### config.mk
export PLATFORM = sky130hd
export DESIGN_NAME = dmtc_timer
export DESIGN_NICKNAME = d
export VERILOG_FILES = /design/src/hw/dmtc_pkg.sv /design/src/hw/dmtc_timer.sv
export SDC_FILE = /design/constraint.sdc
export NUM_CORES = 1
export LEC_CHECK = 0
export BUFFER_PORTS_ARGS = -buffer_cell sky130_fd_sc_hd__clkbuf_2
export CORE_ASPECT_RATIO = 1.75
export CORE_MARGIN = 5
export CORE_UTILIZATION = 34
export CTS_CLUSTER_SIZE = 40
export DETAILED_ROUTE_END_ITERATION = 7
export PLACE_DENSITY_LB_ADDON = 0.15
export SLEW_MARGIN = 25
export SYNTH_ARGS = -nofsm -noshare
export SYNTH_HDL_FRONTEND = slang
export SYNTH_SLANG_ARGS = --single-unit
### constraint.sdc
create_clock -name pclk -period 4.3 [get_ports pclk]
set_input_delay 0.86 -clock pclk [delete_from_list [all_inputs] [get_ports pclk]]
set_output_delay 0.86 -clock pclk [all_outputs]
set_load 0.05 [all_outputs]
### src/hw/dmtc_pkg.sv
// Package with register map, field positions and types of the dual mode timer/counter.
package dmtc_pkg;
  // Register byte addresses on APB (one register per aligned word).
  localparam logic [7:0] ADDR_CTRL  = 8'h88;
  localparam logic [7:0] ADDR_MODE  = 8'h8c;
  localparam logic [7:0] ADDR_CL0   = 8'h90;
  localparam logic [7:0] ADDR_CL1   = 8'h94;
  localparam logic [7:0] ADDR_CH0   = 8'h98;
  localparam logic [7:0] ADDR_CH1   = 8'h9c;
  localparam logic [7:0] ADDR_XCTL  = 8'ha0;
  localparam logic [7:0] ADDR_RLO0  = 8'ha4;
  localparam logic [7:0] ADDR_RLO1  = 8'ha8;
  localparam logic [7:0] ADDR_RHI0  = 8'hac;
  localparam logic [7:0] ADDR_RHI1  = 8'hb0;
  localparam logic [7:0] ADDR_PRESC = 8'hb4;
  localparam logic [7:0] ADDR_ACK   = 8'hb8;

  // Control register bit positions.
  localparam int CTL_OVF1 = 7;
  localparam int CTL_RUN1 = 6;
  localparam int CTL_OVF0 = 5;
  localparam int CTL_RUN0 = 4;
  localparam int CTL_EDG1 = 3;
  localparam int CTL_TYP1 = 2;
  localparam int CTL_EDG0 = 1;
  localparam int CTL_TYP0 = 0;

  // Mode register bit positions per unit, base 4 for unit 1 and 0 for unit 0.
  localparam int MODE_GATE = 3;
  localparam int MODE_CT   = 2;
  localparam int MODE_HI   = 1;
  localparam int MODE_LO   = 0;
  localparam int UNIT_SPAN = 4;

  // Extended control: prescale width field of unit 0 at 2:0, unit 1 at 5:3.
  localparam int PWID0_LSB = 0;
  localparam int PWID1_LSB = 3;
  localparam int PWID_W    = 3;

  localparam logic [7:0]  RST_CTRL = 8'h00;
  localparam logic [7:0]  RST_MODE = 8'h00;
  localparam logic [7:0]  RST_XCTL = 8'h24;
  localparam logic [7:0]  RST_RLD  = 8'h00;
  localparam logic [3:0]  RST_PRESC = 4'h0;
  localparam logic [31:0] RD_ZERO  = 32'h0000_0000;

  typedef enum logic [1:0] {
    DMTC_MODE_VAR,
    DMTC_MODE_R16,
    DMTC_MODE_R8,
    DMTC_MODE_SPLIT
  } dmtc_mode_type;

  // Per-unit control fields taken from the mode register.
  typedef struct packed {
    logic          gate;
    logic          ct;
    dmtc_mode_type mode;
  } dmtc_unit_cfg_type;
endpackage

### src/hw/dmtc_timer.sv
// Two timer/counter units with a shared prescaler behind an APB slave.
module dmtc_timer (
  // Clock and reset.
  input  wire logic        pclk,
  input  wire logic        presetn,
  // APB slave.
  input  wire logic        psel,
  input  wire logic        penable,
  input  wire logic        pwrite,
  input  wire logic [7:0]  paddr,
  input  wire logic [31:0] pwdata,
  output logic      [31:0] prdata,
  output logic             pready,
  output logic             pslverr,
  // External pins.
  input  wire logic        count_pin_0,
  input  wire logic        count_pin_1,
  input  wire logic        ext_gate_input_0,
  input  wire logic        ext_gate_input_1,
  // Interrupt side: vector acknowledges and flag outputs.
  input  wire logic [3:0]  vector_ack,
  output logic      [3:0]  irq_flags,
  output logic             unit1_overflow_pulse
);
  logic [7:0] ctrl_r;
  logic [7:0] mode_r;
  logic [7:0] xctl_r;
  logic [3:0] presc_r;
  logic [3:0] presc_cnt_r;
  logic [7:0] cl_r [2];
  logic [7:0] ch_r [2];
  logic [7:0] rl_r [2];
  logic [7:0] rh_r [2];
  logic [7:0] pre_r [2];
  logic [1:0] cpin_r;
  logic [1:0] gin_r;
  logic       tick;
  logic       wr_en;
  logic       rd_en;
  logic [1:0] ovf;
  logic       ovf_hi0;
  logic [1:0] edge_irq;

  function automatic dmtc_pkg::dmtc_unit_cfg_type unit_cfg(input logic [7:0] m, input int u);
    unit_cfg = dmtc_pkg::dmtc_unit_cfg_type'(m[u*dmtc_pkg::UNIT_SPAN +: dmtc_pkg::UNIT_SPAN]);
  endfunction

  // Prescale mask of 1..8 bits from the 3-bit field.
  function automatic logic [7:0] pre_mask(input logic [2:0] w);
    pre_mask = 8'hff >> (3'h7 - w);
  endfunction

  assign wr_en = psel && penable && pwrite;
  assign rd_en = psel && penable && !pwrite;

  // The slave answers in the first access cycle; pready is registered high.
  always_ff @(posedge pclk or negedge presetn) begin
    if (!presetn) begin
      pready  <= 1'b0;
      pslverr <= 1'b0;
    end else begin
      pready  <= 1'b1;
      pslverr <= 1'b0;
    end
  end

  // Shared prescaler: one tick every presc_r+1 clocks.
  always_ff @(posedge pclk or negedge presetn) begin
    if (!presetn) begin
      presc_cnt_r <= dmtc_pkg::RST_PRESC;
    end else if (presc_cnt_r >= presc_r) begin
      presc_cnt_r <= dmtc_pkg::RST_PRESC;
    end else begin
      presc_cnt_r <= presc_cnt_r + 4'h1;
    end
  end
  assign tick = (presc_cnt_r >= presc_r);

  // Pin samplers; a falling edge is previous high and current low.
  always_ff @(posedge pclk or negedge presetn) begin
    if (!presetn) begin
      cpin_r <= 2'h3;
      gin_r  <= 2'h3;
    end else begin
      cpin_r <= {count_pin_1, count_pin_0};
      gin_r  <= {ext_gate_input_1, ext_gate_input_0};
    end
  end

  // Counter engine for both units.
  logic [1:0] run;
  logic [1:0] inc;
  logic       run_hi0;
  dmtc_pkg::dmtc_unit_cfg_type cfg [2];
  logic [7:0] cl_nxt [2];
  logic [7:0] ch_nxt [2];
  logic [7:0] pre_nxt [2];

  always_comb begin
    for (int u = 0; u < 2; u++) begin
      cfg[u] = unit_cfg(mode_r, u);
    end
    run[0] = ctrl_r[dmtc_pkg::CTL_RUN0] && (!cfg[0].gate || gin_r[0]);
    run[1] = ctrl_r[dmtc_pkg::CTL_RUN1] && (!cfg[1].gate || gin_r[1])
             && (cfg[1].mode != dmtc_pkg::DMTC_MODE_SPLIT);
    run_hi0 = ctrl_r[dmtc_pkg::CTL_RUN1] && tick;
    for (int u = 0; u < 2; u++) begin
      inc[u] = run[u] && (cfg[u].ct ? (cpin_r[u] && !(u == 0 ? count_pin_0 : count_pin_1))
                                   : tick);
      cl_nxt[u]  = cl_r[u];
      ch_nxt[u]  = ch_r[u];
      pre_nxt[u] = pre_r[u];
      ovf[u]     = 1'b0;
    end
    ovf_hi0 = 1'b0;
    for (int u = 0; u < 2; u++) begin
      unique case (cfg[u].mode)
        dmtc_pkg::DMTC_MODE_VAR: begin
          // The prescale part lives in the low byte under the width mask.
          if (inc[u]) begin
            pre_nxt[u] = (cl_r[u] + 8'h01) & pre_mask(u == 0
              ? xctl_r[dmtc_pkg::PWID0_LSB +: dmtc_pkg::PWID_W]
              : xctl_r[dmtc_pkg::PWID1_LSB +: dmtc_pkg::PWID_W]);
            cl_nxt[u] = pre_nxt[u];
            if (pre_nxt[u] == 8'h00) begin
              ch_nxt[u] = ch_r[u] + 8'h01;
              ovf[u] = (ch_r[u] == 8'hff);
            end
          end
        end
        dmtc_pkg::DMTC_MODE_R16: begin
          if (inc[u]) begin
            if ({ch_r[u], cl_r[u]} == 16'hffff) begin
              {ch_nxt[u], cl_nxt[u]} = {rh_r[u], rl_r[u]};
              ovf[u] = 1'b1;
            end else begin
              {ch_nxt[u], cl_nxt[u]} = {ch_r[u], cl_r[u]} + 16'h0001;
            end
          end
        end
        dmtc_pkg::DMTC_MODE_R8: begin
          if (inc[u]) begin
            if (cl_r[u] == 8'hff) begin
              cl_nxt[u] = ch_r[u];
              ovf[u] = 1'b1;
            end else begin
              cl_nxt[u] = cl_r[u] + 8'h01;
            end
          end
        end
        dmtc_pkg::DMTC_MODE_SPLIT: begin
          if (u == 0) begin
            if (inc[0]) begin
              cl_nxt[0] = cl_r[0] + 8'h01;
              ovf[0] = (cl_r[0] == 8'hff);
            end
            if (run_hi0) begin
              ch_nxt[0] = ch_r[0] + 8'h01;
              ovf_hi0 = (ch_r[0] == 8'hff);
            end
          end
        end
      endcase
    end
  end

  // Edge flags: falling edge or low level per the type bit.
  assign edge_irq[0] = ctrl_r[dmtc_pkg::CTL_TYP0] ? (gin_r[0] && !ext_gate_input_0)
                                                 : !ext_gate_input_0;
  assign edge_irq[1] = ctrl_r[dmtc_pkg::CTL_TYP1] ? (gin_r[1] && !ext_gate_input_1)
                                                 : !ext_gate_input_1;

  logic split0;
  logic set_tf1;
  assign split0  = (cfg[0].mode == dmtc_pkg::DMTC_MODE_SPLIT);
  assign set_tf1 = split0 ? ovf_hi0 : ovf[1];

  // Counts and reload storage; software writes win for their own byte.
  always_ff @(posedge pclk or negedge presetn) begin
    if (!presetn) begin
      for (int u = 0; u < 2; u++) begin
        cl_r[u]  <= 8'h00;
        ch_r[u]  <= 8'h00;
        pre_r[u] <= 8'h00;
        rl_r[u]  <= dmtc_pkg::RST_RLD;
        rh_r[u]  <= dmtc_pkg::RST_RLD;
      end
    end else begin
      for (int u = 0; u < 2; u++) begin
        cl_r[u]  <= cl_nxt[u];
        ch_r[u]  <= ch_nxt[u];
        pre_r[u] <= pre_nxt[u];
      end
      if (wr_en) begin
        unique case (paddr)
          dmtc_pkg::ADDR_CL0: cl_r[0] <= pwdata[7:0];
          dmtc_pkg::ADDR_CL1: cl_r[1] <= pwdata[7:0];
          dmtc_pkg::ADDR_CH0: ch_r[0] <= pwdata[7:0];
          dmtc_pkg::ADDR_CH1: ch_r[1] <= pwdata[7:0];
          dmtc_pkg::ADDR_RLO0: rl_r[0] <= pwdata[7:0];
          dmtc_pkg::ADDR_RLO1: rl_r[1] <= pwdata[7:0];
          dmtc_pkg::ADDR_RHI0: rh_r[0] <= pwdata[7:0];
          dmtc_pkg::ADDR_RHI1: rh_r[1] <= pwdata[7:0];
          default: ;
        endcase
      end
    end
  end

  // Control register; a hardware set wins over a clear in the same cycle.
  logic [7:0] hw_set;
  logic [7:0] ack_clr;
  always_comb begin
    hw_set = 8'h00;
    hw_set[dmtc_pkg::CTL_OVF0] = ovf[0];
    hw_set[dmtc_pkg::CTL_OVF1] = set_tf1;
    hw_set[dmtc_pkg::CTL_EDG0] = edge_irq[0];
    hw_set[dmtc_pkg::CTL_EDG1] = edge_irq[1];
    ack_clr = 8'h00;
    ack_clr[dmtc_pkg::CTL_OVF0] = vector_ack[0];
    ack_clr[dmtc_pkg::CTL_OVF1] = vector_ack[1];
    ack_clr[dmtc_pkg::CTL_EDG0] = vector_ack[2];
    ack_clr[dmtc_pkg::CTL_EDG1] = vector_ack[3];
  end

  always_ff @(posedge pclk or negedge presetn) begin
    if (!presetn) begin
      ctrl_r <= dmtc_pkg::RST_CTRL;
    end else if (wr_en && paddr == dmtc_pkg::ADDR_CTRL) begin
      ctrl_r <= pwdata[7:0] | hw_set;
    end else begin
      ctrl_r <= (ctrl_r & ~ack_clr) | hw_set;
    end
  end

  always_ff @(posedge pclk or negedge presetn) begin
    if (!presetn) begin
      mode_r  <= dmtc_pkg::RST_MODE;
      xctl_r  <= dmtc_pkg::RST_XCTL;
      presc_r <= dmtc_pkg::RST_PRESC;
    end else if (wr_en) begin
      if (paddr == dmtc_pkg::ADDR_MODE) begin
        mode_r <= pwdata[7:0];
      end
      if (paddr == dmtc_pkg::ADDR_XCTL) begin
        xctl_r <= pwdata[7:0];
      end
      if (paddr == dmtc_pkg::ADDR_PRESC) begin
        presc_r <= pwdata[3:0];
      end
    end
  end

  // Read data registered at the setup cycle (psel high, penable low).
  logic [7:0] rd_byte;
  always_comb begin
    unique case (paddr)
      dmtc_pkg::ADDR_CTRL:  rd_byte = ctrl_r;
      dmtc_pkg::ADDR_MODE:  rd_byte = mode_r;
      dmtc_pkg::ADDR_CL0:   rd_byte = cl_r[0];
      dmtc_pkg::ADDR_CL1:   rd_byte = cl_r[1];
      dmtc_pkg::ADDR_CH0:   rd_byte = ch_r[0];
      dmtc_pkg::ADDR_CH1:   rd_byte = ch_r[1];
      dmtc_pkg::ADDR_XCTL:  rd_byte = xctl_r;
      dmtc_pkg::ADDR_RLO0:  rd_byte = rl_r[0];
      dmtc_pkg::ADDR_RLO1:  rd_byte = rl_r[1];
      dmtc_pkg::ADDR_RHI0:  rd_byte = rh_r[0];
      dmtc_pkg::ADDR_RHI1:  rd_byte = rh_r[1];
      dmtc_pkg::ADDR_PRESC: rd_byte = {4'h0, presc_r};
      default:              rd_byte = 8'h00;
    endcase
  end

  always_ff @(posedge pclk or negedge presetn) begin
    if (!presetn) begin
      prdata <= dmtc_pkg::RD_ZERO;
    end else if (psel && !penable && !pwrite) begin
      prdata <= {24'h000000, rd_byte};
    end
  end

  always_ff @(posedge pclk or negedge presetn) begin
    if (!presetn) begin
      irq_flags            <= 4'h0;
      unit1_overflow_pulse <= 1'b0;
    end else begin
      irq_flags <= {ctrl_r[dmtc_pkg::CTL_EDG1], ctrl_r[dmtc_pkg::CTL_EDG0],
                    ctrl_r[dmtc_pkg::CTL_OVF1], ctrl_r[dmtc_pkg::CTL_OVF0]};
      unit1_overflow_pulse <= ovf[1]; // Baud source even while split.
    end
  end
endmodule

Yosys cells after proc, flatten, opt, wreduce, memory -nomap -nowiden
Index checks and enable logic that the tools add are counted.
{"block": "totals", "inputBits": 53, "ff_bits": 114, "output_inout_bits": 39}
{"block": "classes", "n_mux": 54, "eq_ne": 24, "addsub": 9, "shifts": 2, "n_bitwise": 6, "reduce_logical": 36, "order_cmp": 1}
{"cell": "two-way mux 8 bit", "count": 25}
{"cell": "== test 8 bit (second input constant)", "count": 16}
{"cell": "one-hot mux 8 bit (12 select lines)", "count": 1}
{"cell": "one-hot mux 8 bit (3 select lines)", "count": 2}
{"cell": "adder 16 x 1 -> 16 bit (second input constant)", "count": 2}
{"cell": "adder 8 x 1 -> 8 bit (second input constant)", "count": 4}
{"cell": "== test 16 bit (second input constant)", "count": 2}
{"cell": "two-way mux 16 bit", "count": 2}
{"cell": "one-hot mux 8 bit (4 select lines)", "count": 1}
{"cell": "AND 8 bit", "count": 3}
{"cell": "two-way mux 1 bit", "count": 19}
{"cell": "logical NOT 8 bit", "count": 2}
{"cell": "OR 8 bit", "count": 2}
{"cell": "one-hot mux 8 bit (2 select lines)", "count": 1}
{"cell": "right shift 8 x 3 -> 8 bit (first input constant)", "count": 2}
{"cell": "logical AND 1 bit", "count": 15}
{"cell": "AND reduction 2 bit", "count": 7}
{"cell": "logical NOT 1 bit", "count": 8}
{"cell": "NOT 8 bit", "count": 1}
{"cell": "== test 2 bit (second input constant)", "count": 3}
{"cell": "subtractor 3 bit (first input constant)", "count": 2}
{"cell": "adder 4 x 1 -> 4 bit (second input constant)", "count": 1}
{"cell": "== test 2 x 1 -> 1 bit (second input constant)", "count": 2}
{"cell": "greater-or-equal comparator 4 bit", "count": 1}
{"cell": "other kinds (6)", "count": 8}

Depth between registers and ports, before layout
Gate-level depths: netlist (run 1).
{"block": "depth", "ltp_word": 10, "depth_mapped": 12, "ltp_nobuf": 10}

Worst setup path before layout (run 1)
No wires, ideal clock.
{"block": "synth_timing", "kind": "input to register", "from": "input count_pin_1", "to": "register cl_r[7] (netlist name)", "arrival_ps": 2510, "t_required_ps": 4166, "stages": 7, "setup_time_ps": 134, "slack_ps": 1656, "path_cell_list": "nand2b_1 -> a2111oi_2 -> nand2_1 -> buf_2 -> o21a_1 -> a2111oi_0 -> o21ai_1"}
{"block": "synth_via", "elab_chain_len": 8}
{"element": "start: declaration", "line_no": "dmtc_timer.sv:17", "source": "input wire logic count_pin_1,"}
{"element": "logical NOT 1 bit *", "line_no": "dmtc_timer.sv:108", "source": "inc[u] = run[u] && (cfg[u].ct ? (cpin_r[u] && !(u == 0 ? count_pin_0 : count_pin_1))"}
{"element": "logical AND 1 bit *", "line_no": "dmtc_timer.sv:108"}
{"element": "two-way mux 1 bit *", "line_no": "dmtc_timer.sv:108"}
{"element": "logical AND 1 bit *", "line_no": "dmtc_timer.sv:108"}
{"element": "two-way mux 8 bit (on tied branches)", "line_no": "dmtc_timer.sv:142, dmtc_timer.sv:120, dmtc_timer.sv:132"}
{"element": "one-hot mux 8 bit (3 select lines) *", "line_no": "dmtc_timer.sv:117", "source": "unique case (cfg[u].mode)"}
{"element": "two-way mux 8 bit", "line_no": "dmtc_timer.sv:195", "source": "unique case (paddr)"}
{"element": "two-way mux 16 bit *", "line_no": "dmtc_timer.sv:194", "source": "if (wr_en) begin"}
{"element": "end signal: indexed assignment", "line_no": "dmtc_timer.sv:190", "source": "cl_r[u] <= cl_nxt[u];"}
{"element": "end: declaration", "line_no": "dmtc_timer.sv:30", "source": "logic [7:0] cl_r [2];"}
Mark *: on every way between the ends. The rest lies on a longest branch, timed or not.
A chain may end at the register's enable or synchronous reset.

Worst setup path after layout (run 1)
{"block": "layout_timing", "from": "register cl_r[0] (netlist name)", "to": "register ch_r[0] (netlist name)"}
{"block": "layout_via", "elab_chain_len": 8}
{"element": "adder 8 x 1 -> 8 bit", "line_no": "dmtc_timer.sv:121", "source": "pre_nxt[u] = (cl_r[u] + 8'h01) & pre_mask(u == 0"}
{"element": "AND 8 bit", "line_no": "dmtc_timer.sv:121"}
{"element": "logical NOT 8 bit", "line_no": "dmtc_timer.sv:125", "source": "if (pre_nxt[u] == 8'h00) begin"}
{"element": "two-way mux 8 bit", "line_no": "dmtc_timer.sv:125"}
{"element": "two-way mux 8 bit", "line_no": "dmtc_timer.sv:120", "source": "if (inc[u]) begin"}
{"element": "one-hot mux 8 bit (2 select lines) *", "line_no": "dmtc_timer.sv:117"}
{"element": "two-way mux 8 bit", "line_no": "dmtc_timer.sv:195"}
{"element": "two-way mux 16 bit *", "line_no": "dmtc_timer.sv:194"}
{"element": "end signal: indexed assignment", "line_no": "dmtc_timer.sv:191", "source": "ch_r[u] <= ch_nxt[u];"}
{"element": "end: declaration", "line_no": "dmtc_timer.sv:31", "source": "logic [7:0] ch_r [2];"}
Marks and branches as above.

==> results of run 1 <==
==> sequential cells by signal, summed over array words and instances (netlist names), 2 cells and up <==
| name | flops |
|---|---|
| rl_r | 16 |
| cl_r | 16 |
| rh_r | 16 |
| presc_cnt_r | 4 |
| cpin_r | 2 |
| gin_r | 2 |
| irq_flags | 4 |
| prdata | 8 |
| presc_r | 4 |
| mode_r | 8 |
| ctrl_r | 8 |
| ch_r | 16 |
| xctl_r | 8 |
==> cells in the mapped netlist (6+ instances only) <==
| library cell | instances |
|---|---|
| nand3_1 | 41 |
| a31oi_1 | 17 |
| a22oi_1 | 14 |
| a22o_1 | 15 |
| o31ai_1 | 6 |
| a21o_1 | 11 |
| nand2_1 | 83 |
| clkbuf_1 | 48 |
| nor2_1 | 66 |
| a21oi_1 | 60 |
| ha_1 | 14 |
| buf_4 | 28 |
| o211ai_1 | 6 |
| mux2_2 | 53 |
| and2_1 | 9 |
| nor3_1 | 11 |
| o21ai_1 | 19 |
| xor2_1 | 12 |
| dfrtp_1 | 108 |
| xnor2_1 | 14 |
| a221oi_1 | 19 |
| nor4_2 | 6 |
| nand4_1 | 16 |
| inv_1 | 23 |
| dfstp_2 | 6 |
| nand2b_1 | 6 |
| o21ai_0 | 51 |
| and3_1 | 16 |
| buf_2 | 14 |
==> critical path: stages (launching register included) <==
cell	delay [ns]
dfrtp_1	0.59
ha_1	0.44
nand3_1	0.19
and3_1	0.24
o31ai_1	0.22
or3b_1	0.59
nor3_2	0.28
xor2_1	0.10
a211oi_1	0.27
a21oi_1	0.10
==> path summary, 6_finish.rpt <==
kind                                           to  cells past startpoint
setup / recovery                ch_r[0]$_DFF_PN0_                      9
hold / removal                 ch_r[14]$_DFF_PN0_                      1
setup reg to reg                ch_r[0]$_DFF_PN0_                      9
hold reg to reg            irq_flags[3]$_DFF_PN0_                      0
max in group asynchronous   xctl_r[5]$_DFFE_PN1P_                      2
min in group pclk          irq_flags[3]$_DFF_PN0_                      0
==> stage by stage <==
stage | power, W | cell area, sq um | util | std cells | setup WS [ns]
3_5_place_dp | 0.00231 | 8200 | 0.361 | 1189 | 1.15
4_1_cts | 0.00380 | 8810 | 0.387 | 1221 | 1.16
6_report | 0.00378 | 8810 | 0.387 | 1221 | 1.14
2_1_floorplan | 0.00202 | 7920 | - | 921 | 1.66
5_1_grt | 0.00396 | 8810 | 0.387 | 1221 | 0.927
3_3_place_gp | 0.00231 | 8200 | 0.361 | 1189 | 1.13
==> routing by layer <==
layer | vias up | part of all wire | wire length [um]
li1 | 3283 | - | -
met3 | 94 | 0.044 | 1310
met4 | 0 | 0.069 | 2070
met2 | 273 | 0.53 | 15800
met1 | 3597 | 0.36 | 10700
met5 | - | 0 | 0
==> layout make-up <==
cell class,count,share of cell area
clock buffers,22,0.0538
clock inverters,10,0.0151
inverters,23,0.00980
multi-input cells,690,0.510
flip-flops and latches,114,0.325
well taps,300,0.0426
repair buffers,62,0.0440
==> power groups by stage <==
stage | combinational (W) | clock (W) | sequential [W]
finish | 0.000799 | 0.00148 | 0.00151
CTS | 0.000801 | 0.00150 | 0.00150
global placement | 0.000791 | 0 | 0.00152
global route | 0.000890 | 0.00155 | 0.00152
detailed placement | 0.000797 | 0 | 0.00152
floorplan | 0.000733 | 0 | 0.00129
==> cells by family (layout without fill, tap and decap cells) <==
family,after synthesis,in the layout
and+or+nand+nor,296,296
AOI/OAI and AO/OA,272,272
buffers and inverters,117,117
DFF,114,114
muxes,55,55
xor gates and xnor gates,27,27
adders and majority gates,14,14
other,2,26
==> cell usage in the layout (no fill, tap or decap), types with 5 or more instances in the layout <==
cell       instances
dfrtp_1          108
nor3_1            11
ha_1              14
or3_1              5
a22oi_1           14
nand2_1           83
mux2_2            53
xnor2_1           14
a21oi_1           60
nor2b_1            5
inv_1             23
o22ai_1            5
clkbuf_2          41
a22o_1            15
a31oi_1           17
clkbuf_16         17
nand4_1           16
nor3b_1            5
nand3_1           41
xor2_1            12
a221oi_1          19
o31ai_1            6
o21ai_1           19
conb_1            26
and3_1            16
nor2_1            66
dfstp_2            6
nor4_2             6
o221ai_1           5
a21o_1            11
nand2b_1           6
o21ai_0           51
and2_1             9
a222oi_1           5
o211ai_1           6
buf_4             19
==> impl_metrics.tcl, run 1 <==
set metrics [dict create \
    multi_input_area_sq_um 4490 \
    clock_sinks 114 \
    grtUsageMet1 0.237 \
    yosysUniqueCellTypes 79 \
    yosysSeqAreaShare 0.365 \
    synth_top_area_frac 0.345 \
    overflow 0 \
    die_h_um 211 \
    io_pins 92 \
    use_met2 0.416 \
    nNetsFinal 975 \
    intPower_w 0.00245 \
    max_slew.worst_pin.slew_ns 1.07 \
    cts_buffers 17 \
    ys_ff_latch 114 \
    grt_pass1_wl_mm 45.1 \
    yosysWarnings 0 \
    outcome "complete, no violations" \
    vias 7247 \
    grt_usage 0.226 \
    grt_pass1_vias 7224 \
    syn_inst 897 \
    synth.area.mux_share 0.0789 \
    drt-total-wl_mm 29.9 \
    place.gp.congestion 0.946 \
    worstSetupPathType "flop to flop" \
    fin_crit_ns 3.16 \
    htree_levels 4 \
    crit_path_end_kind "flop" \
    ctsResizeCount 0 \
    insertion_delay_ns 0.43 \
    synth_edf_count 0 \
    ys.flop_type "dfrtp_1" \
    ys_top_cells_by_area "dfrtp_1 (35%), mux2_2 (7.6%), nand2_1 (4.0%), a21oi_1 (3.8%), o21ai_0 (3.3%)" \
    drc 0 \
    crit_fanout 9 \
    syn_area_per_cell_sq_um 8.73 \
    core-area_sq_um 22700 \
    skew_ns 0.0102 \
    yosys.area_share.simple 0.195 \
    final_antenna_net_count 0 \
    finalCritPeriodShare 0.734 \
    cts_max_path_buffers 2 \
    slew_violations 0 \
    grt_max_degree 74 \
    regToRegSetupSlack_ns 1.14 \
    r2r_start "cl_r[0]$_DFF_PN0_" \
    num-fill-cells 2347 \
    seq_area_sq_um 2860 \
    numPortBuffers 42 \
    cts_setup_buffers 0 \
    vias_per_cell 5.94 \
    syn_to_final_growth_pct 12.5 \
    antenna_found_initial 0 \
    hold_violations 0 \
    clk_pin_slew_ns 0.06 \
    start_util 0.344 \
    cp_data_arrival_time_ns 3.44 \
    vdd_drop_max_uv 262 \
    switchingPower_w 0.00133 \
    start_kind "flop" \
    worstHoldPathType "input port to asynchronous set/reset pin" \
    critPathLaunch "cl_r[0]$_DFF_PN0_" \
    required_ns 4.59 \
    p_leak_nw 3.71 \
    synthAdderAreaFrac 0.0224 \
    power_density_nw_per_um2 430 \
    synth_area_leader_cell "dfrtp_1" \
    n_antenna_cell 0 \
    clkPwrFrac 0.391 \
    drt_first_pass_iters 5 \
    rsz0062_at_grt "false" \
    drt_iter0_drc 606 \
    grt_busiest_layer "met2" \
    cts_tree "done" \
    die_area_sq_um 26300 \
    drive_above_1_share 0.186 \
    synth_compound_area_frac 0.233 \
    die_width_um 125 \
    finalSetupViolations 0 \
    dp_hpwl_mm 22.3 \
    cts_root_buf "clkbuf_16" \
    synth_top_family_by_area "compound AO/OA/AOI/OAI gates" \
    pwr-share-comb 0.211 \
    avgRoutedWirePerCell_um 24.5 \
    maxCapViolCount 0 \
    grt_util_met3 0.0306 \
    synth-xor-area-share 0.0312 \
    slew-limit-headroom 0.285 \
    hold_ws_ns 0.422 \
    setup_tns_ns 0 \
    cts_hold_buf 0 \
    swShare 0.352 \
    std_cell_rows 73 \
    clock.fmax_mhz 317 \
    syn_area_sq_um 7830 \
    async_reset_ff_frac 1.00 \
    seq_power_share 0.398 \
]
No activity file was read; power rests on OpenSTA's default activity.
==> inputs of run 2 (changes only) <==
--- a/config.mk
+++ b/config.mk
@@ -5,6 +5,7 @@
 export SDC_FILE = /design/constraint.sdc
 export NUM_CORES = 1
 export LEC_CHECK = 0
+export ABC_AREA = 1
 export BUFFER_PORTS_ARGS = -buffer_cell sky130_fd_sc_hd__clkbuf_2
 export CORE_ASPECT_RATIO = 1.75
 export CORE_MARGIN = 5
==> constraint.sdc (replaced) <==
create_clock -name pclk -period 2.8 [get_ports pclk]
set_input_delay 0.56 -clock pclk [delete_from_list [all_inputs] [get_ports pclk]]
set_output_delay 0.56 -clock pclk [all_outputs]
set_load 0.05 [all_outputs]
==> run 2 against run 1 <==
Against the previous run: sequential share of layout area down 2.5 points; wire length up 17%; setup slack worse by 0.78 ns; largest power group is now combinational cells.
==> impl_metrics.tcl, run 2 <==
set metrics [dict create \
    cts_buffers 17 \
    seq_power_share 0.319 \
    crit_fanout 14 \
    slowest_stage "inv_1" \
    clkPwrFrac 0.309 \
    required_ns 3.14 \
    die_h_um 218 \
    synth_edf_count 0 \
    die_width_um 129 \
    max_slew.worst_pin.slew_ns 0.634 \
    cts_tree "done" \
    syn_area_sq_um 8420 \
    worstHoldPathType "input port to asynchronous set/reset pin" \
    setup_tns_ns 0 \
    vias_per_cell 5.41 \
    clock.fmax_mhz 410 \
    synth_top_area_frac 0.321 \
    swShare 0.428 \
    grt_pass1_wl_mm 51.3 \
    n_antenna_cell 0 \
    drt_first_pass_iters 5 \
    avgRoutedWirePerCell_um 21.4 \
    drt_iter0_drc 661 \
    yosysUniqueCellTypes 47 \
    grt_util_met3 0.0377 \
    ctsResizeCount 0 \
    pre_cts_ws_ns 0.435 \
    slew-limit-headroom 0.576 \
    num-fill-cells 2706 \
    htree_levels 4 \
    placed_area_sq_um 8950 \
    drive_above_1_share 0.123 \
    intPower_w 0.00408 \
    synthTopCellsByCount "nand2_1 (315), inv_1 (152), nor2_1 (118)" \
    async_reset_ff_frac 1.00 \
    grtUsageMet1 0.266 \
    io_pins 92 \
    hold_violations 0 \
    skew_ns 0.0101 \
    crit_path_end_kind "flop" \
    fin_crit_ns 2.44 \
    finalWorstSetupSlack_ns 0.364 \
    clk_pin_slew_ns 0.05 \
    slew_violations 0 \
    final_antenna_net_count 0 \
    vias 8825 \
    final_common_cell "nand2_1" \
    synth_area_leader_cell "dfrtp_1" \
    finalSetupViolations 0 \
    worst_path_largest_cell_delay_ns 0.45 \
    place.gp.congestion 0.959 \
    nNetsFinal 1374 \
    vdd_drop_max_uv 460 \
    ys_ff_latch 114 \
    use_met2 0.436 \
    stdcell_count 1632 \
    dp_hpwl_mm 27.1 \
    p_leak_nw 4.57 \
    insertion_delay_ns 0.44 \
    numPortBuffers 42 \
    synth.most_common_cell "nand2_1" \
    syn_inst 1254 \
    regToRegSetupSlack_ns 0.36 \
    cts_max_path_buffers 2 \
    syn_to_final_growth_pct 13.2 \
    clock_sinks 114 \
    rsz0062_at_grt "false" \
    crit_chain "ha_1 -> inv_1 -> o21bai_1 -> nand2_1 -> nand4_1 -> nand2_1 -> inv_1 -> nand2_1 -> nor2_1 -> nor2_1 -> nor2_1 -> nand3_1 -> nand2_1 -> inv_1" \
    start_kind "flop" \
    finalCritPeriodShare 0.870 \
    design_area_sq_um 9530 \
    ys.flop_type "dfrtp_1" \
    std_cell_rows 76 \
    syn_area_per_cell_sq_um 6.71 \
    grt_busiest_layer "met2" \
    cts_root_buf "clkbuf_16" \
    grt_pass1_vias 8313 \
    final_cell_mix "nand2_1 (315), inv_1 (152), nor2_1 (118)" \
    cp_data_arrival_time_ns 2.77 \
    drt-total-wl_mm 34.9 \
    overflow 0 \
    die_area_sq_um 28100 \
    core-area_sq_um 24500 \
    crit_family "simple AND/OR/NAND/NOR gates" \
    outcome "complete, no violations" \
    worstSetupPathType "flop to flop" \
    yosysWarnings 0 \
    maxCapViolCount 0 \
    grt_usage 0.250 \
    drc 0 \
    pwr-share-comb 0.372 \
    ys_top_cells_by_area "dfrtp_1 (32%), nand2_1 (14%), o21ai_0 (6.8%), inv_1 (6.8%), nand3_1 (5.7%)" \
    cp_common_cell "nand2_1" \
    place_inst 1600 \
    critPathBufInv 3 \
    power_density_nw_per_um2 749 \
    yosysSeqAreaShare 0.340 \
    cts_hold_buf 0 \
    start_util 0.343 \
    antenna_found_initial 0 \
    switchingPower_w 0.00305 \
    cts_setup_buffers 0 \
    grt_max_degree 42 \
]
run 2: through the flow:
step,util,hold WS (ns),total power (W)
final,0.388,0.114,0.00713
after global routing,0.388,0.162,0.00756
after CTS,0.388,0.131,0.00714
after detailed placement,0.365,0.363,0.00490
after global placement,0.365,0.361,0.00489
after floorplan,-,0.264,0.00401
run 2: logic make-up after synthesis:
| logic type | after synthesis | synth area share |
|---|---|---|
| AO/OA/AOI/OAI | 275 | 0.180 |
| XOR/XNOR | 9 | 0.00936 |
| adder cells (fa/ha/maj) | 14 | 0.0208 |
| buffers and inverters | 230 | 0.123 |
| flip-flops | 114 | 0.340 |
| other | 2 | 0.000892 |
| AND/OR/NAND/NOR | 610 | 0.326 |
run 2: path summary, 6_finish.rpt:
kind,startpoint,cells after the start,endpoint
setup / recovery,presc_cnt_r[1]$_DFF_PN0_,14,ch_r[11]$_DFF_PN0_
hold / removal,presetn,1,pready$_DFF_PN0_
setup reg to reg,presc_cnt_r[1]$_DFF_PN0_,14,ch_r[11]$_DFF_PN0_
hold reg to reg,ctrl_r[1]$_DFF_PN0_,0,irq_flags[2]$_DFF_PN0_
max in group asynchronous,presetn,2,xctl_r[2]$_DFFE_PN1P_
min in group pclk,count_pin_1,1,cpin_r[1]$_DFF_PN1_
run 2: power groups by stage:
stage / Sequential (W) / Combinational [W] / Clock, W
finish: 0.00228 / 0.00266 / 0.00220
CTS: 0.00227 / 0.00262 / 0.00225
floorplan: 0.00218 / 0.00182 / 0
global route: 0.00230 / 0.00294 / 0.00231
detailed placement: 0.00229 / 0.00260 / 0
global placement: 0.00230 / 0.00259 / 0
run 2: area by class of cell:
| cell class | instances | area (sq um) | area share |
|---|---|---|---|
| Inverter | 170 | 638 | 0.0670 |
| Multi-Input combinational cell | 934 | 4610 | 0.484 |
| Timing Repair Buffer | 70 | 448 | 0.0470 |
| Clock inverter | 5 | 77.6 | 0.00814 |
| Clock buffer | 27 | 503 | 0.0528 |
| Sequential cell | 114 | 2860 | 0.300 |
| Tap cell | 312 | 390 | 0.0410 |
run 2: layer usage:
layer,up-vias,share of wire
met5,-,0
li1,4190,-
met3,137,0.051
met2,410,0.51
met4,0,0.084
met1,4088,0.35
run 2: worst reg2reg max path, cell delays in order (launching register included):
cell and delay, ns:
dfrtp_1 0.40, ha_1 0.31, inv_1 0.04, o21bai_1 0.12, nand2_1 0.10, nand4_1 0.15
nand2_1 0.09, inv_1 0.45, nand2_1 0.20, nor2_1 0.17, nor2_1 0.06, nor2_1 0.08
nand3_1 0.08, nand2_1 0.06, inv_1 0.03
==> inputs of run 3 (changes only) <==
--- a/config.mk
+++ b/config.mk
@@ -12,7 +12,7 @@
 export CORE_UTILIZATION = 34
 export CTS_CLUSTER_SIZE = 40
 export DETAILED_ROUTE_END_ITERATION = 7
-export PLACE_DENSITY_LB_ADDON = 0.15
+export PLACE_DENSITY = 0.51
 export SLEW_MARGIN = 25
 export SYNTH_ARGS = -nofsm -noshare
 export SYNTH_HDL_FRONTEND = slang
==> constraint.sdc (replaced) <==
create_clock -name pclk -period 2.5 [get_ports pclk]
set_input_delay 0.5 -clock pclk [delete_from_list [all_inputs] [get_ports pclk]]
set_output_delay 0.5 -clock pclk [all_outputs]
set_load 0.05 [all_outputs]
==> run 3 against run 2 <==
Against the previous run: the flow now finishes with violations (design-rule violations); largest power group unchanged; clock power increased by 14%; worst hold slack lost 0.076 ns; largest cell class unchanged; sequential power increased by 11%; non-clock buffer count is 24 higher; sequential share of layout area fell by 0.61 points; sequential cell count is the same; critical endpoint is now ch_r[8]$_DFF_PN0_.
==> impl_metrics.tcl, run 3 (synthesis gave the netlist of run 2 again) <==
set metrics [dict create \
    vias_per_cell 5.43 \
    final_antenna_net_count 0 \
    cts_setup_buffers 0 \
    die_area_sq_um 28100 \
    clock.fmax_mhz 437 \
    maxCapViolCount 0 \
    grt_util_met3 0.0328 \
    setup_tns_ns 0 \
    skew_ns 0.00819 \
    hold_violations 0 \
    worst_path_largest_cell_delay_ns 0.47 \
    max_slew.worst_pin.slew_ns 0.606 \
    drt-total-wl_mm 36.0 \
    start_kind "flop" \
    core-area_sq_um 24500 \
    place_inst 1624 \
    cts_tree "done" \
    crit_family "simple AND/OR/NAND/NOR gates" \
    stdcell_count 1656 \
    antenna_found_initial 0 \
    finalWorstSetupSlack_ns 0.210 \
    start_util 0.343 \
    overflow 0 \
    avgRoutedWirePerCell_um 21.7 \
    grtUsageMet1 0.270 \
    nNetsFinal 1398 \
    cp_common_cell "nand3_1" \
    htree_levels 4 \
    final_common_cell "nand2_1" \
    syn_to_final_growth_pct 15.5 \
    crit_chain "ha_1 -> nand2_2 -> inv_2 -> nand3_1 -> nand3_1 -> nand2_1 -> nor2_4 -> nand3_4 -> nand2_1 -> nand3_1 -> nand3_1 -> nand2_1 -> inv_1" \
    final_cell_mix "nand2_1 (315), inv_1 (152), nor2_1 (118)" \
    cts_max_path_buffers 2 \
    drive_above_1_share 0.144 \
    finalSetupViolations 0 \
    slew-limit-headroom 0.595 \
    std_cell_rows 76 \
    drc 2 \
    n_antenna_cell 0 \
    critPathBufInv 2 \
    p_leak_nw 4.69 \
    finalCritPeriodShare 0.916 \
    dp_hpwl_mm 28.0 \
    rsz0062_at_grt "false" \
    insertion_delay_ns 0.44 \
    io_pins 92 \
    violations "design-rule violations" \
    cp_data_arrival_time_ns 2.67 \
    place.gp.congestion 0.990 \
    required_ns 2.88 \
    outcome "complete, but fails checks" \
    numPortBuffers 42 \
    grt_pass1_wl_mm 53.5 \
    fin_crit_ns 2.29 \
    drt_iter0_drc 684 \
    power_density_nw_per_um2 838 \
    grt_max_degree 52 \
    vdd_drop_max_uv 507 \
    cts_root_buf "clkbuf_16" \
    final_core_util 0.396 \
    worstHoldPathType "input port to asynchronous set/reset pin" \
    crit_path_end_kind "flop" \
    die_h_um 218 \
    total_power_w 0.00815 \
    die_width_um 129 \
    grt_pass1_vias 8891 \
    grt_usage 0.259 \
    grt_busiest_layer "met2" \
    slew_violations 0 \
    pre_cts_ws_ns 0.240 \
    clk_pin_slew_ns 0.06 \
    vias 8998 \
    drt_first_pass_iters 8 \
    crit_fanout 10 \
    worstSetupPathType "flop to flop" \
    clock_sinks 114 \
    cts_buffers 17 \
    slowest_stage "dfrtp_1" \
    use_met2 0.459 \
]
==> run 3: cell types whose count changed in the layout (fill, tap and decap cells not counted), sizes merged <==
cell and change:
buf +24, clkbuf -9, clkinv +5, inv +3, clkinvlp +1
==> run 3: final timing paths <==
kind                       cells after the start                 from                     end  slack (ns)
max                                           13    cl_r[8]$_DFF_PN0_       ch_r[8]$_DFF_PN0_        0.21
max in group asynchronous                      2              presetn   xctl_r[5]$_DFFE_PN1P_        1.71
min                                            1              presetn        pready$_DFF_PN0_        0.04
max reg2reg                                   13    cl_r[8]$_DFF_PN0_       ch_r[8]$_DFF_PN0_        0.21
min reg2reg                                    0  ctrl_r[1]$_DFF_PN0_  irq_flags[2]$_DFF_PN0_        0.37
min in group pclk                              1          count_pin_1     cpin_r[1]$_DFF_PN1_        0.15
==> run 3: timing repair <==
item | CTS | global route
hold buffers | 0 | 0
hold endpoints to repair | 0 | 0
endpoints found under the setup margin | 0 | 1
gates resized for setup | 0 | 1
==> run 3: area by class of cell <==
class,instances,area [sq um]
inverters,170,638
clock inverters,14,155
multi-input cells,934,4610
well taps,312,390
fillers,2662,14800
repair buffers,94,632
flip-flops and latches,114,2860
clock buffers,18,439
==> run 3: through the flow <==
step	hold WS (ns)	cell area (sq um)
floorplan	0.204	8510
global placement	0.364	9130
detailed placement	0.360	9130
CTS	0.0463	9720
global route	0.0806	9730
finish	0.0377	9730
==> run 3: where the power goes <==
part / internal (W) / switching, W / total [W]
sequential: 0.00214 / 0.000379 / 0.00252
clock: 0.00150 / 0.00100 / 0.00250
combinational: 0.000946 / 0.00218 / 0.00313
==> run 3: layer usage <==
layer | share of wire | vias to the layer above | routed length [um]
met4 | 0.089 | 0 | 3210
li1 | - | 4257 | -
met3 | 0.050 | 141 | 1790
met2 | 0.51 | 387 | 18400
met1 | 0.35 | 4213 | 12500
met5 | 0 | - | 0
